[src/fepcs_pkg.sv]
// Constants, code-groups and the 4B/5B mapping of the 100 Mb/s line coder.
package fepcs_pkg;

    // ==================================================================
    // Code-groups
    localparam logic [4:0] CG_IDLE = 5'h1F;
    localparam logic [4:0] CG_J    = 5'h18;
    localparam logic [4:0] CG_K    = 5'h11;
    localparam logic [4:0] CG_T    = 5'h0D;
    localparam logic [4:0] CG_R    = 5'h07;

    // ==================================================================
    // Symbol framing
    localparam int         CG_BITS  = 5;
    localparam logic [2:0] BIT_LAST = 3'h4;

    // ==================================================================
    // Scrambler
    localparam int          LFSR_LEN     = 11;
    localparam int          LFSR_TAP_HI  = 10;
    localparam int          LFSR_TAP_LO  = 8;
    localparam logic [6:0]  SEED_LOW     = 7'h2B;
    localparam logic [1:0]  SEED_WAIT    = 2'h3;

    // ==================================================================
    // Signal detect, counted in bit times
    localparam logic [5:0]  SD_QUIET_MAX = 6'h20;
    localparam logic [11:0] SD_ON_BITS   = 12'h3E8;

    // ==================================================================
    // MLT-3 levels and transmit phases
    localparam logic [1:0] LVL_ZERO = 2'h0;
    localparam logic [1:0] LVL_POS  = 2'h1;
    localparam logic [1:0] LVL_NEG  = 2'h2;
    localparam logic [1:0] PH_POS   = 2'h1;
    localparam logic [1:0] PH_NEG   = 2'h3;

    // ==================================================================
    // Transmit encoder states
    typedef enum logic [5:0] {
        TX_IDLE = 6'h01,
        TX_J    = 6'h02,
        TX_K    = 6'h04,
        TX_DATA = 6'h08,
        TX_T    = 6'h10,
        TX_R    = 6'h20
    } fepcs_tx_state_type;

    // ==================================================================
    // Data nibble to code-group
    function automatic logic [4:0] enc_4b5b(input logic [3:0] nib);
        logic [4:0] cg;
        cg = 5'h1E;
        unique case (nib)
            4'h0: cg = 5'h1E;
            4'h1: cg = 5'h09;
            4'h2: cg = 5'h14;
            4'h3: cg = 5'h15;
            4'h4: cg = 5'h0A;
            4'h5: cg = 5'h0B;
            4'h6: cg = 5'h0E;
            4'h7: cg = 5'h0F;
            4'h8: cg = 5'h12;
            4'h9: cg = 5'h13;
            4'hA: cg = 5'h16;
            4'hB: cg = 5'h17;
            4'hC: cg = 5'h1A;
            4'hD: cg = 5'h1B;
            4'hE: cg = 5'h1C;
            4'hF: cg = 5'h1D;
        endcase
        return cg;
    endfunction

endpackage

[src/fepcs_line_coder.sv]
// 100 Mb/s transmit coding path and receive line decoding of one port.
`timescale 1ns/10ps

// Notes on behaviour
// - Each MAC nibble becomes a 5-bit code-group.
// - First two preamble nibbles become J then K.
// - Later preamble and data nibbles sent as data.
// - Transmit enable low appends T then R.
// - IDLE fill continues until transmit enable returns.
// - Scrambler is an 11-bit closed-loop LFSR.
// - Each NRZ bit XORed with scrambler output.
// - Seed comes from upper four address straps.
// - Scrambled stream converted NRZ to NRZI.
// - Every second one drives an output, alternating between the two.
// - Drive outputs are MLT-3 only; binary NRZI is on tx_nrzi_o.
// - Receive path turns MLT-3 into parallel data.
// - Link pulses never raise 100 Mb/s signal detect.
// - Three-level receive symbols decoded to NRZI.
// - Receive NRZI converted back to NRZ.
// - Received bits grouped into 5-bit symbols.
// - IDLE code-group is 11111.
// - Scrambler can be bypassed.
module fepcs_line_coder #(
    parameter int BIT_DIV = 1
) (
    input  wire logic       ref_clk_i,
    input  wire logic       reset_n_i,
    input  wire logic [4:0] phy_address_straps_i,
    input  wire logic       scramble_bypass_i,
    input  wire logic       tx_en_i,
    input  wire logic [3:0] txd_i,
    output logic            tx_nibble_take_o,
    output logic            tx_nrzi_o,
    output logic            tx_mlt_pos_o,
    output logic            tx_mlt_neg_o,
    input  wire logic       rx_mlt_pos_i,
    input  wire logic       rx_mlt_neg_i,
    input  wire logic       rx_energy_i,
    output logic            rx_nrz_bit_o,
    output logic            rx_nrz_valid_o,
    output logic [4:0]      rx_symbol_o,
    output logic            rx_symbol_valid_o,
    output logic            rx_signal_detect_o
);

    // ==================================================================
    // Bit-rate enable
    localparam int DIV_W = (BIT_DIV > 1) ? $clog2(BIT_DIV) : 1;
    localparam logic [DIV_W-1:0] DIV_LAST = DIV_W'(BIT_DIV - 1);

    logic [DIV_W-1:0] div_ff;
    logic             bit_en;

    assign bit_en = (div_ff == DIV_LAST);

    always_ff @(posedge ref_clk_i or negedge reset_n_i) begin
        if (!reset_n_i) begin
            div_ff <= '0;
        end else if (bit_en) begin
            div_ff <= '0;
        end else begin
            div_ff <= div_ff + DIV_W'(1);
        end
    end

    // ==================================================================
    // Pin synchronisers
    logic [4:0] straps_meta_ff;
    logic [4:0] straps_sync_ff;
    logic [2:0] pins_meta_ff;
    logic [2:0] pins_sync_ff;
    logic       bypass_s;
    logic       energy_s;

    always_ff @(posedge ref_clk_i or negedge reset_n_i) begin
        if (!reset_n_i) begin
            straps_meta_ff <= '0;
            straps_sync_ff <= '0;
            pins_meta_ff   <= '0;
            pins_sync_ff   <= '0;
        end else begin
            straps_meta_ff <= phy_address_straps_i;
            straps_sync_ff <= straps_meta_ff;
            pins_meta_ff   <= {scramble_bypass_i, rx_energy_i, 1'b0};
            pins_sync_ff   <= pins_meta_ff;
        end
    end

    assign bypass_s = pins_sync_ff[2];
    assign energy_s = pins_sync_ff[1];

    // ==================================================================
    // Seed load
    // Straps are sampled only once the synchroniser has filled after reset.
    logic [1:0] seed_cnt_ff;
    logic       seed_load;
    logic [fepcs_pkg::LFSR_LEN-1:0] seed;

    assign seed_load = (seed_cnt_ff == fepcs_pkg::SEED_WAIT - 2'h1);
    assign seed = {straps_sync_ff[4:1], fepcs_pkg::SEED_LOW};

    always_ff @(posedge ref_clk_i or negedge reset_n_i) begin
        if (!reset_n_i) begin
            seed_cnt_ff <= '0;
        end else if (seed_cnt_ff != fepcs_pkg::SEED_WAIT) begin
            seed_cnt_ff <= seed_cnt_ff + 2'h1;
        end
    end

    // ==================================================================
    // Code-group encoder
    fepcs_pkg::fepcs_tx_state_type tx_state_ff;
    fepcs_pkg::fepcs_tx_state_type nxt_tx_state;
    logic [4:0] tx_shift_ff;
    logic [4:0] nxt_cg;
    logic [2:0] tx_bit_ff;
    logic       cg_load;
    logic       take;

    assign cg_load = bit_en && (tx_bit_ff == fepcs_pkg::BIT_LAST);

    always_comb begin
        nxt_tx_state = tx_state_ff;
        nxt_cg       = fepcs_pkg::CG_IDLE;
        take         = 1'b0;
        unique case (tx_state_ff)
            fepcs_pkg::TX_IDLE, fepcs_pkg::TX_R: begin
                if (tx_en_i) begin
                    nxt_tx_state = fepcs_pkg::TX_J;
                    nxt_cg       = fepcs_pkg::CG_J;
                    take         = 1'b1;
                end else begin
                    nxt_tx_state = fepcs_pkg::TX_IDLE;
                    nxt_cg       = fepcs_pkg::CG_IDLE;
                end
            end
            fepcs_pkg::TX_J: begin
                nxt_tx_state = fepcs_pkg::TX_K;
                nxt_cg       = fepcs_pkg::CG_K;
                take         = 1'b1;
            end
            fepcs_pkg::TX_K, fepcs_pkg::TX_DATA: begin
                if (tx_en_i) begin
                    nxt_tx_state = fepcs_pkg::TX_DATA;
                    nxt_cg       = fepcs_pkg::enc_4b5b(txd_i);
                    take         = 1'b1;
                end else begin
                    nxt_tx_state = fepcs_pkg::TX_T;
                    nxt_cg       = fepcs_pkg::CG_T;
                end
            end
            fepcs_pkg::TX_T: begin
                nxt_tx_state = fepcs_pkg::TX_R;
                nxt_cg       = fepcs_pkg::CG_R;
            end
            default: begin
                nxt_tx_state = fepcs_pkg::TX_IDLE;
                nxt_cg       = fepcs_pkg::CG_IDLE;
            end
        endcase
    end

    assign tx_nibble_take_o = cg_load && take;

    always_ff @(posedge ref_clk_i or negedge reset_n_i) begin
        if (!reset_n_i) begin
            tx_state_ff <= fepcs_pkg::TX_IDLE;
        end else if (cg_load) begin
            tx_state_ff <= nxt_tx_state;
        end
    end

    // Code-groups leave most significant bit first.
    always_ff @(posedge ref_clk_i or negedge reset_n_i) begin
        if (!reset_n_i) begin
            tx_bit_ff   <= '0;
            tx_shift_ff <= fepcs_pkg::CG_IDLE;
        end else if (cg_load) begin
            tx_bit_ff   <= '0;
            tx_shift_ff <= nxt_cg;
        end else if (bit_en) begin
            tx_bit_ff   <= tx_bit_ff + 3'h1;
            tx_shift_ff <= {tx_shift_ff[3:0], 1'b0};
        end
    end

    // ==================================================================
    // Scrambler, NRZI and MLT-3
    logic       key;
    logic       scr_bit;
    logic       tx_nrzi_ff;
    logic [1:0] tx_phase_ff;
    logic [1:0] nxt_tx_phase;
    logic       tx_pos_ff;
    logic       tx_neg_ff;

    fepcs_scrambler u_scrambler (
        .ref_clk_i   (ref_clk_i),
        .reset_n_i   (reset_n_i),
        .step_i      (bit_en),
        .seed_load_i (seed_load),
        .seed_i      (seed),
        .key_o       (key)
    );

    assign scr_bit = bypass_s ? tx_shift_ff[4]
                              : (tx_shift_ff[4] ^ key);

    // The phase walks 0, +, 0, - so that every second one lands on a drive
    // output, alternating between them; there is no binary drive mode.
    assign nxt_tx_phase = tx_phase_ff + {1'b0, scr_bit};

    always_ff @(posedge ref_clk_i or negedge reset_n_i) begin
        if (!reset_n_i) begin
            tx_nrzi_ff  <= 1'b0;
            tx_phase_ff <= '0;
            tx_pos_ff   <= 1'b0;
            tx_neg_ff   <= 1'b0;
        end else if (bit_en) begin
            tx_nrzi_ff  <= tx_nrzi_ff ^ scr_bit;
            tx_phase_ff <= nxt_tx_phase;
            tx_pos_ff   <= (nxt_tx_phase == fepcs_pkg::PH_POS);
            tx_neg_ff   <= (nxt_tx_phase == fepcs_pkg::PH_NEG);
        end
    end

    assign tx_nrzi_o    = tx_nrzi_ff;
    assign tx_mlt_pos_o = tx_pos_ff;
    assign tx_mlt_neg_o = tx_neg_ff;

    // ==================================================================
    // Receive MLT-3 to NRZI to NRZ
    logic [1:0] rx_level;
    logic [1:0] rx_level_prev_ff;
    logic       rx_change;
    logic       rx_nrzi_ff;
    logic       rx_nrzi_prev_ff;
    logic       rx_nrz_ff;
    logic       rx_step_ff;

    // Both drive levels at once is not a legal symbol; it reads as zero.
    assign rx_level = (rx_mlt_pos_i && !rx_mlt_neg_i) ? fepcs_pkg::LVL_POS :
                      (rx_mlt_neg_i && !rx_mlt_pos_i) ? fepcs_pkg::LVL_NEG :
                                                        fepcs_pkg::LVL_ZERO;
    assign rx_change = (rx_level != rx_level_prev_ff);

    always_ff @(posedge ref_clk_i or negedge reset_n_i) begin
        if (!reset_n_i) begin
            rx_level_prev_ff <= fepcs_pkg::LVL_ZERO;
            rx_nrzi_ff       <= 1'b0;
        end else if (bit_en) begin
            rx_level_prev_ff <= rx_level;
            rx_nrzi_ff       <= rx_nrzi_ff ^ rx_change;
        end
    end

    always_ff @(posedge ref_clk_i or negedge reset_n_i) begin
        if (!reset_n_i) begin
            rx_nrzi_prev_ff <= 1'b0;
            rx_nrz_ff       <= 1'b0;
            rx_step_ff      <= 1'b0;
        end else begin
            rx_step_ff <= bit_en;
            if (rx_step_ff) begin
                rx_nrzi_prev_ff <= rx_nrzi_ff;
                rx_nrz_ff       <= rx_nrzi_ff ^ rx_nrzi_prev_ff;
            end
        end
    end

    logic rx_nrz_valid_ff;

    always_ff @(posedge ref_clk_i or negedge reset_n_i) begin
        if (!reset_n_i) begin
            rx_nrz_valid_ff <= 1'b0;
        end else begin
            rx_nrz_valid_ff <= rx_step_ff;
        end
    end

    assign rx_nrz_bit_o   = rx_nrz_ff;
    assign rx_nrz_valid_o = rx_nrz_valid_ff;

    // ==================================================================
    // Serial to parallel
    // Symbols are unaligned; alignment on J/K happens further on.
    logic [3:0] rx_shift_ff;
    logic [2:0] rx_bit_ff;
    logic [4:0] rx_symbol_ff;
    logic       rx_symbol_valid_ff;

    always_ff @(posedge ref_clk_i or negedge reset_n_i) begin
        if (!reset_n_i) begin
            rx_shift_ff        <= '0;
            rx_bit_ff          <= '0;
            rx_symbol_ff       <= '0;
            rx_symbol_valid_ff <= 1'b0;
        end else begin
            rx_symbol_valid_ff <= 1'b0;
            if (rx_nrz_valid_ff) begin
                rx_shift_ff <= {rx_shift_ff[2:0], rx_nrz_ff};
                if (rx_bit_ff == fepcs_pkg::BIT_LAST) begin
                    rx_bit_ff          <= '0;
                    rx_symbol_ff       <= {rx_shift_ff, rx_nrz_ff};
                    rx_symbol_valid_ff <= 1'b1;
                end else begin
                    rx_bit_ff <= rx_bit_ff + 3'h1;
                end
            end
        end
    end

    assign rx_symbol_o       = rx_symbol_ff;
    assign rx_symbol_valid_o = rx_symbol_valid_ff;

    // ==================================================================
    // Signal detect
    // A lone link pulse or pulse burst is followed by a long quiet gap,
    // which clears the activity count long before it can qualify.
    logic [5:0]  sd_quiet_ff;
    logic [11:0] sd_active_ff;
    logic        sd_ff;

    always_ff @(posedge ref_clk_i or negedge reset_n_i) begin
        if (!reset_n_i) begin
            sd_quiet_ff  <= '0;
            sd_active_ff <= '0;
        end else if (bit_en) begin
            if (rx_change) begin
                sd_quiet_ff <= '0;
            end else if (sd_quiet_ff != fepcs_pkg::SD_QUIET_MAX) begin
                sd_quiet_ff <= sd_quiet_ff + 6'h1;
            end
            if (!energy_s || sd_quiet_ff == fepcs_pkg::SD_QUIET_MAX) begin
                sd_active_ff <= '0;
            end else if (sd_active_ff != fepcs_pkg::SD_ON_BITS) begin
                sd_active_ff <= sd_active_ff + 12'h001;
            end
        end
    end

    always_ff @(posedge ref_clk_i or negedge reset_n_i) begin
        if (!reset_n_i) begin
            sd_ff <= 1'b0;
        end else begin
            sd_ff <= energy_s &&
                     (sd_active_ff == fepcs_pkg::SD_ON_BITS);
        end
    end

    assign rx_signal_detect_o = sd_ff;

endmodule

[src/fepcs_scrambler.sv]
// Closed-loop 11-bit scrambler key generator with seed load.
`timescale 1ns/10ps
module fepcs_scrambler (
    input  wire logic                          ref_clk_i,
    input  wire logic                          reset_n_i,
    input  wire logic                          step_i,
    input  wire logic                          seed_load_i,
    input  wire logic [fepcs_pkg::LFSR_LEN-1:0] seed_i,
    output logic                               key_o
);

    // ==================================================================
    // Shift register
    logic [fepcs_pkg::LFSR_LEN-1:0] lfsr_ff;
    logic                           fb;

    // x^11 + x^9 + 1, one step per transmitted bit.
    assign fb = lfsr_ff[fepcs_pkg::LFSR_TAP_HI] ^
                lfsr_ff[fepcs_pkg::LFSR_TAP_LO];

    // All ones keeps the register out of the stuck all-zero state.
    always_ff @(posedge ref_clk_i or negedge reset_n_i) begin
        if (!reset_n_i) begin
            lfsr_ff <= '1;
        end else if (seed_load_i) begin
            lfsr_ff <= seed_i;
        end else if (step_i) begin
            lfsr_ff <= {lfsr_ff[fepcs_pkg::LFSR_LEN-2:0], fb};
        end
    end

    assign key_o = lfsr_ff[0];

endmodule

[config.mk]
export PLATFORM = sky130hd
export DESIGN_NAME = fepcs_line_coder
export DESIGN_NICKNAME = d
export VERILOG_FILES = /design/src/fepcs_pkg.sv /design/src/fepcs_line_coder.sv /design/src/fepcs_scrambler.sv
export SDC_FILE = /design/constraint.sdc
export NUM_CORES = 1
export LEC_CHECK = 0
export BUFFER_PORTS_ARGS = -buffer_cell sky130_fd_sc_hd__buf_2
export CAP_MARGIN = 20
export CELL_PAD_IN_SITES_DETAIL_PLACEMENT = 0
export CELL_PAD_IN_SITES_GLOBAL_PLACEMENT = 1
export CORE_MARGIN = 5
export CORE_UTILIZATION = 51
export CTS_BUF_LIST = sky130_fd_sc_hd__clkbuf_8 sky130_fd_sc_hd__clkbuf_16
export CTS_CLUSTER_DIAMETER = 50
export DETAILED_ROUTE_END_ITERATION = 16
export PLACE_DENSITY_LB_ADDON = 0.1
export REMOVE_ABC_BUFFERS = 1
export SLEW_MARGIN = 20
export SYNTH_ARGS = -nofsm -noshare
export SYNTH_HDL_FRONTEND = slang
export SYNTH_SLANG_ARGS = --single-unit
[constraint.sdc]
create_clock -name ref_clk_i -period 3 [get_ports ref_clk_i]
set_input_delay 0.6 -clock ref_clk_i [delete_from_list [all_inputs] [get_ports ref_clk_i]]
set_output_delay 0.6 -clock ref_clk_i [all_outputs]
set_load 0.05 [all_outputs]
==> out/qor.yml, run 1 <==
run_status: "finished clean"
sequential_share_of_the_synthesized_area_pct: 58.8
p_comb_share_pct: 27.8
route.detailed.vias_per_inst: 4.98
yosysTopAreaCell: "sky130_fd_sc_hd__dfrtp_1"
avgSynthCellArea_sq_um: 11.6
type_of_the_setup_path_with_the_least_slack: "reg -> out"
dpl.hpwl_um: 3680
seqPwrFrac_pct: 49.3
timing.critical_path.arrival_ps: 2090
wl_per_cell_um: 12.5
worst_pin_slew_ps: 940
antenna_violating_nets_left: 0
worst-r2r-setup-slack_ps: 1270
global_route.overflow_total: 0
power.switching_fraction_pct: 34.4
timing.hold.worst_path_depth: 0
worst_setup_path_end_kind: "primary output"
post_route_cells_drive_above_1_share_pct: 24.6
initial_antenna_violation_count: 0
clock_latency_ps: 340
cts_made_buffers: 9
routabilityCongestion: 0.789
power.share.clock_pct: 22.9
detail_route.drc_violations: 0
gr-usage-all-layers_pct: 14.6
cts_resized: 0
crit_path_max_fanout: 9
area_delta_synth_final_pct: 11.1
hold-path-endpoint: "straps_sync_ff[2]"
worst_clock_skew_ps: 8.61
vias_in_the_first_global_route: 2153
cts_hold_buffers: 0
netlist_area_sq_mm: 0.00357
post_synth_most_frequent_cells: "sky130_fd_sc_hd__dfrtp_1, sky130_fd_sc_hd__nor2_1, sky130_fd_sc_hd__nand2_1, sky130_fd_sc_hd__dfstp_2"
number_of_top_level_pins: 29
timing.critical_path.slowest_cell_delay_ps: 610
max_freq_mhz: 372
cts.sinks: 83
min_from: "straps_meta_ff[2]"
routed_wl_um: 5480
synth-warning-count: 0
die_h_um: 93.6
fin_setup_tns_ps: 0
grt_start_max_net_pins: 78
grt_setup_unrepaired: "false"
vdd.ir_drop.worst_mv: 0.290
critPathRequiredTime_ps: 2400
die-width_um: 93.6
dieArea_sq_mm: 0.00876
cts.clk_slew.worst_paths_ps: 80
core_area_sq_mm: 0.00679
finish.net_count: 363
r2r.worst_path.cells: 6
crit_path_cell_trace: "or4_4 -> nor2_8 -> o21ai_1 -> a21oi_1 -> buf_2"
clock_tree.root_cell: "sky130_fd_sc_hd__clkbuf_8"
timing.hold.worst.class: "reg -> reg"
synthMostInstantiatedCell: "sky130_fd_sc_hd__dfrtp_1"
synthesis.instances: 307
power_switching_mw: 1.08
via_count: 2175
finalWorstPathRequiredPeriod_ps: 2690
n_antenna_cell: 0
post_cts.repair.setup_buffers: 0
timing.final.crit_share_pct: 89.5
cts.htree.levels: 3
portBuffers: 27
worst_hold_slack_ps: 355
synth_ff_type: "sky130_fd_sc_hd__dfrtp_1"
cp-start-kind: "register"
crit_path_top_delay_cell: "sky130_fd_sc_hd__or4_4"
drv_slew: 0
maxcap_violations: 0
number_of_enable_type_register_cells_in_the_synthesized_netlist: 0
postSynth.asyncResetShare_pct: 100
cts_tree: "done"
cts_max_path_buffers: 2
row_count: 30
dr.first_iter.drc_count: 82
wire_length_of_the_first_global_routing_pass_um: 9950
initial_core_util_pct: 52.5
regToRegStartpoint: "tx_bit_ff[0]"
report.final.setup_viol: 0
postSynthRegisterBits: 83
power_report.internal_total_mw: 2.05
yosys-top-cells-area: "sky130_fd_sc_hd__dfrtp_1, sky130_fd_sc_hd__dfstp_2, sky130_fd_sc_hd__mux2_2"
power.leakage_nw: 1.82
maxSlewHeadroom_pct: 37.4
synth_cell_type_count: 48
power_density_mw_per_mm2: 791
detailedRoute.firstPassIterationCount: 4
worst_r2r_endpoint: "tx_shift_ff[4]"
final-hold-violation-count: 0
netlist.area_leader.share_pct: 46.3
## worst max path at each step
| stage | startpoint | slack (ps) | cells past startpoint | endpoint |
|---|---|---|---|---|
| final | tx_state_ff[1] | 310 | 5 | tx_nibble_take_o |
| after floorplan | tx_state_ff[1] | 370 | 4 | tx_nibble_take_o |
| after global placement | tx_state_ff[1] | 670 | 5 | tx_nibble_take_o |
| after CTS | tx_state_ff[1] | 280 | 5 | tx_nibble_take_o |
| after global routing | tx_state_ff[1] | 210 | 5 | tx_nibble_take_o |
| after detailed placement | tx_state_ff[1] | 670 | 5 | tx_nibble_take_o |
## placed cells by master, fill, tap and decap left out, drive strengths merged, types with 2 or more instances in the layout
cell	count
a31oi	2
and4	2
dfrtp	66
mux2	14
nand4	4
and3	2
inv	16
nand2	24
nor2b	8
nor3b	2
a21oi	10
xnor2	11
mux2i	3
clkinvlp	2
a41oi	3
nand3	12
nor4b	2
and2	2
buf	28
o21ai	11
nor2	33
nand2b	6
or2	3
o31ai	2
ha	11
dfstp	17
clkinv	2
or3	2
nor3	5
nand3b	2
xor2	13
clkbuf	10
## worst max-delay path, delay by kind of cell, from the launching register on
family	cells	cell delay, ps
AND/OR/NAND/NOR	2	760
flip-flops	1	490
buffers and inverters	1	280
AO/OA/AOI/OAI	2	220
## routing by layer
metal | vias up | track usage (%) | wire [um]
met3 | 8 | 4.83 | 174
met5 | - | 0 | 0
met2 | 30 | 21.8 | 2500
li1 | 1092 | - | -
met1 | 1045 | 19.9 | 2730
met4 | 0 | 5.42 | 64
## layout make-up
type	count	area, sq um
inverter	14	52.6
sequential	83	2100
clock buffer	10	138
timing repair buffer	28	145
clock inverter	6	41.3
tap	96	120
fill	580	2830
multi-input combinational	200	1370
## logic make-up (layout without fill, tap and decap cells)
family | Yosys count | count (layout) | synth area share, %
AOI/OAI and AO/OA | 34 | 34 | 6.39
xor gates and xnor gates | 24 | 24 | 5.89
adders and majority gates | 11 | 11 | 3.86
buffers and inverters | 24 | 58 | 2.88
DFF | 83 | 83 | 58.8
muxes | 17 | 17 | 5.26
other | 1 | 1 | 0.105
and+or+nand+nor | 113 | 113 | 16.8
## sequential cells by signal, summed over array words and instances (netlist names), 3 cells and up
name	count
rx_bit_ff	3
rx_shift_ff	4
rx_symbol_o	5
sd_active_ff	12
sd_quiet_ff	6
straps_meta_ff	4
straps_sync_ff	4
tx_bit_ff	3
tx_shift_ff	5
tx_state_ff	6
u_scrambler.lfsr_ff	11
## power by group through the flow
stage	Combinational [mW]	Clock (mW)	Sequential, mW
final	0.872	0.716	1.54
after global placement	0.868	0	1.56
after global routing	0.959	0.807	1.58
after detailed placement	0.884	0	1.57
after CTS	0.887	0.748	1.55
after floorplan	0.478	0	1.75
## metrics by stage
step           total power [mW]  util [%]  cell area [sq um]  instances  setup slack, ps
3_5_place_dp               2.45      55.7               3780        421              668
2_1_floorplan              2.23         -               3520        297              367
4_1_cts                    3.18      58.3               3960        437              277
3_3_place_gp               2.42      55.7               3780        421              671
5_1_grt                    3.34      58.3               3960        437              207
6_report                   3.13      58.3               3960        437              315
Power figures use the tool's default switching activity.
==> inputs of run 2 (changes only) <==
--- a/config.mk
+++ b/config.mk
@@ -9,7 +9,7 @@
 export CAP_MARGIN = 20
 export CELL_PAD_IN_SITES_DETAIL_PLACEMENT = 0
 export CELL_PAD_IN_SITES_GLOBAL_PLACEMENT = 1
-export CORE_MARGIN = 5
+export CORE_MARGIN = 8
 export CORE_UTILIZATION = 51
 export CTS_BUF_LIST = sky130_fd_sc_hd__clkbuf_8 sky130_fd_sc_hd__clkbuf_16
 export CTS_CLUSTER_DIAMETER = 50
==> run 2 against run 1 <==
Net effect:
- hold slack got worse by 70 ps
- non-clock buffer count unchanged
- global-route usage decreased by 1.8 points
- largest cell class unchanged
- power increased by 1.2%
==> out/qor.yml, run 2 (synthesis results as in run 1) <==
run_status: "finished clean"
gr-usage-all-layers_pct: 12.8
mostFrequentLayoutCell: "sky130_fd_sc_hd__dfrtp_1"
antenna_violating_nets_left: 0
cts_tree: "done"
global_route.overflow_total: 0
maxcap_violations: 0
max_freq_mhz: 369
area_delta_synth_final_pct: 11.3
utilization_pct: 58.4
detail_route.drc_violations: 0
crit_path_max_fanout: 9
routed_wl_um: 5690
worst_hold_slack_ps: 284
cp-start-kind: "register"
dieArea_sq_mm: 0.00992
cts_max_path_buffers: 2
row_count: 30
vias_in_the_first_global_route: 2207
timing.hold.worst.class: "in -> async"
dpl.hpwl_um: 3800
cts_made_buffers: 9
timing.final.crit_share_pct: 90.2
cts.clk_slew.worst_paths_ps: 80
cts_resized: 0
finish.net_count: 363
wl_per_cell_um: 13.0
layout_common_cells: "sky130_fd_sc_hd__dfrtp_1, sky130_fd_sc_hd__nor2_1, sky130_fd_sc_hd__buf_2"
finalWorstPathRequiredPeriod_ps: 2710
number_of_top_level_pins: 29
power_density_mw_per_mm2: 798
worst_clock_skew_ps: 8.36
vdd.ir_drop.worst_mv: 0.435
die_h_um: 99.6
initial_core_util_pct: 52.5
post_route_cells_drive_above_1_share_pct: 24.3
place_inst: 421
clock_latency_ps: 340
largestRegisters: "sd_active_ff (12), u_scrambler.lfsr_ff (11)"
core_area_sq_mm: 0.00679
die-width_um: 99.6
dr.first_iter.drc_count: 58
worst_pin_slew_ps: 729
cts.sinks: 83
grt_start_max_net_pins: 84
post_cts.repair.setup_buffers: 0
critPathRequiredTime_ps: 2400
instances_no_fill: 437
type_of_the_setup_path_with_the_least_slack: "reg -> out"
largest_register_ffs: 12
grt_setup_unrepaired: "false"
timing.critical_path.arrival_ps: 2110
routabilityCongestion: 0.743
cts_hold_buffers: 0
report.final.setup_viol: 0
clock_tree.root_cell: "sky130_fd_sc_hd__clkbuf_8"
initial_antenna_violation_count: 0
cts.htree.levels: 3
final-hold-violation-count: 0
portBuffers: 27
route.detailed.vias_per_inst: 5.00
maxSlewHeadroom_pct: 51.4
wire_length_of_the_first_global_routing_pass_um: 10200
registers.top_by_ff_count: "sd_active_ff"
n_antenna_cell: 0
detailedRoute.firstPassIterationCount: 4
via_count: 2185
worst_setup_path_end_kind: "primary output"
power.leakage_nw: 1.84
drv_slew: 0
fin_setup_tns_ps: 0
==> run 2: cell types whose count changed in the layout (fill, tap and decap cells not counted), sizes merged <==
cell / previous run / this run
bufinv: 0 / 1
clkbuf: 10 / 9
clkinv: 2 / 4
clkinvlp: 2 / 0
==> run 2: layout make-up <==
| cell class | instances | area [sq um] |
|---|---|---|
| Timing Repair Buffer | 28 | 149 |
| Clock buffer | 9 | 124 |
| Clock inverter | 7 | 61.3 |
| Sequential cell | 83 | 2100 |
| Tap cell | 96 | 120 |
| Inverter | 14 | 52.6 |
| Fill cell | 574 | 2820 |
| Multi-Input combinational cell | 200 | 1370 |
==> run 2: path summary, 6_finish.rpt <==
check,from,to,slack [ps],cells after the start
min in group ref_clk_i,pins_meta_ff[2],pins_sync_ff[2],350,0
worst min register to register,pins_meta_ff[2],pins_sync_ff[2],350,0
worst max-delay path,tx_state_ff[1],tx_nibble_take_o,290,5
max in group asynchronous,reset_n_i,rx_bit_ff[1],2210,1
worst max register to register,tx_state_ff[1],tx_shift_ff[4],1330,4
worst min-delay path,reset_n_i,seed_cnt_ff[1],280,1
==> run 2: per-stage QoR <==
| step | power, mW | area (sq um) | worst slack [ps] |
|---|---|---|---|
| finish | 3.17 | 3970 | 293 |
| global route | 3.36 | 3970 | 177 |
| CTS | 3.21 | 3970 | 269 |
| detailed placement | 2.45 | 3780 | 662 |
| global placement | 2.43 | 3780 | 680 |
| floorplan | 2.23 | 3520 | 367 |
==> run 2: critical path, cell delays in order, from the launching register on <==
cell                      delay (ps)
sky130_fd_sc_hd__dfrtp_1         480
sky130_fd_sc_hd__or4_4           610
sky130_fd_sc_hd__nor2_8          160
sky130_fd_sc_hd__o21ai_1          90
sky130_fd_sc_hd__a21oi_1         140
sky130_fd_sc_hd__buf_2           280
==> run 2: where the power goes <==
part / switching, mW / internal, mW
logic: 0.545 / 0.328
clock network: 0.373 / 0.376
registers: 0.144 / 1.40
total: 1.06 / 2.11
==> run 2: layer usage <==
| layer | up-vias | track usage [%] | part of all wire, % |
|---|---|---|---|
| met3 | 9 | 3.28 | 2.4 |
| met2 | 21 | 19.5 | 46 |
| met1 | 1062 | 16.5 | 50 |
| met5 | - | 0 | 0 |
| li1 | 1093 | - | - |
| met4 | 0 | 6.64 | 1.5 |
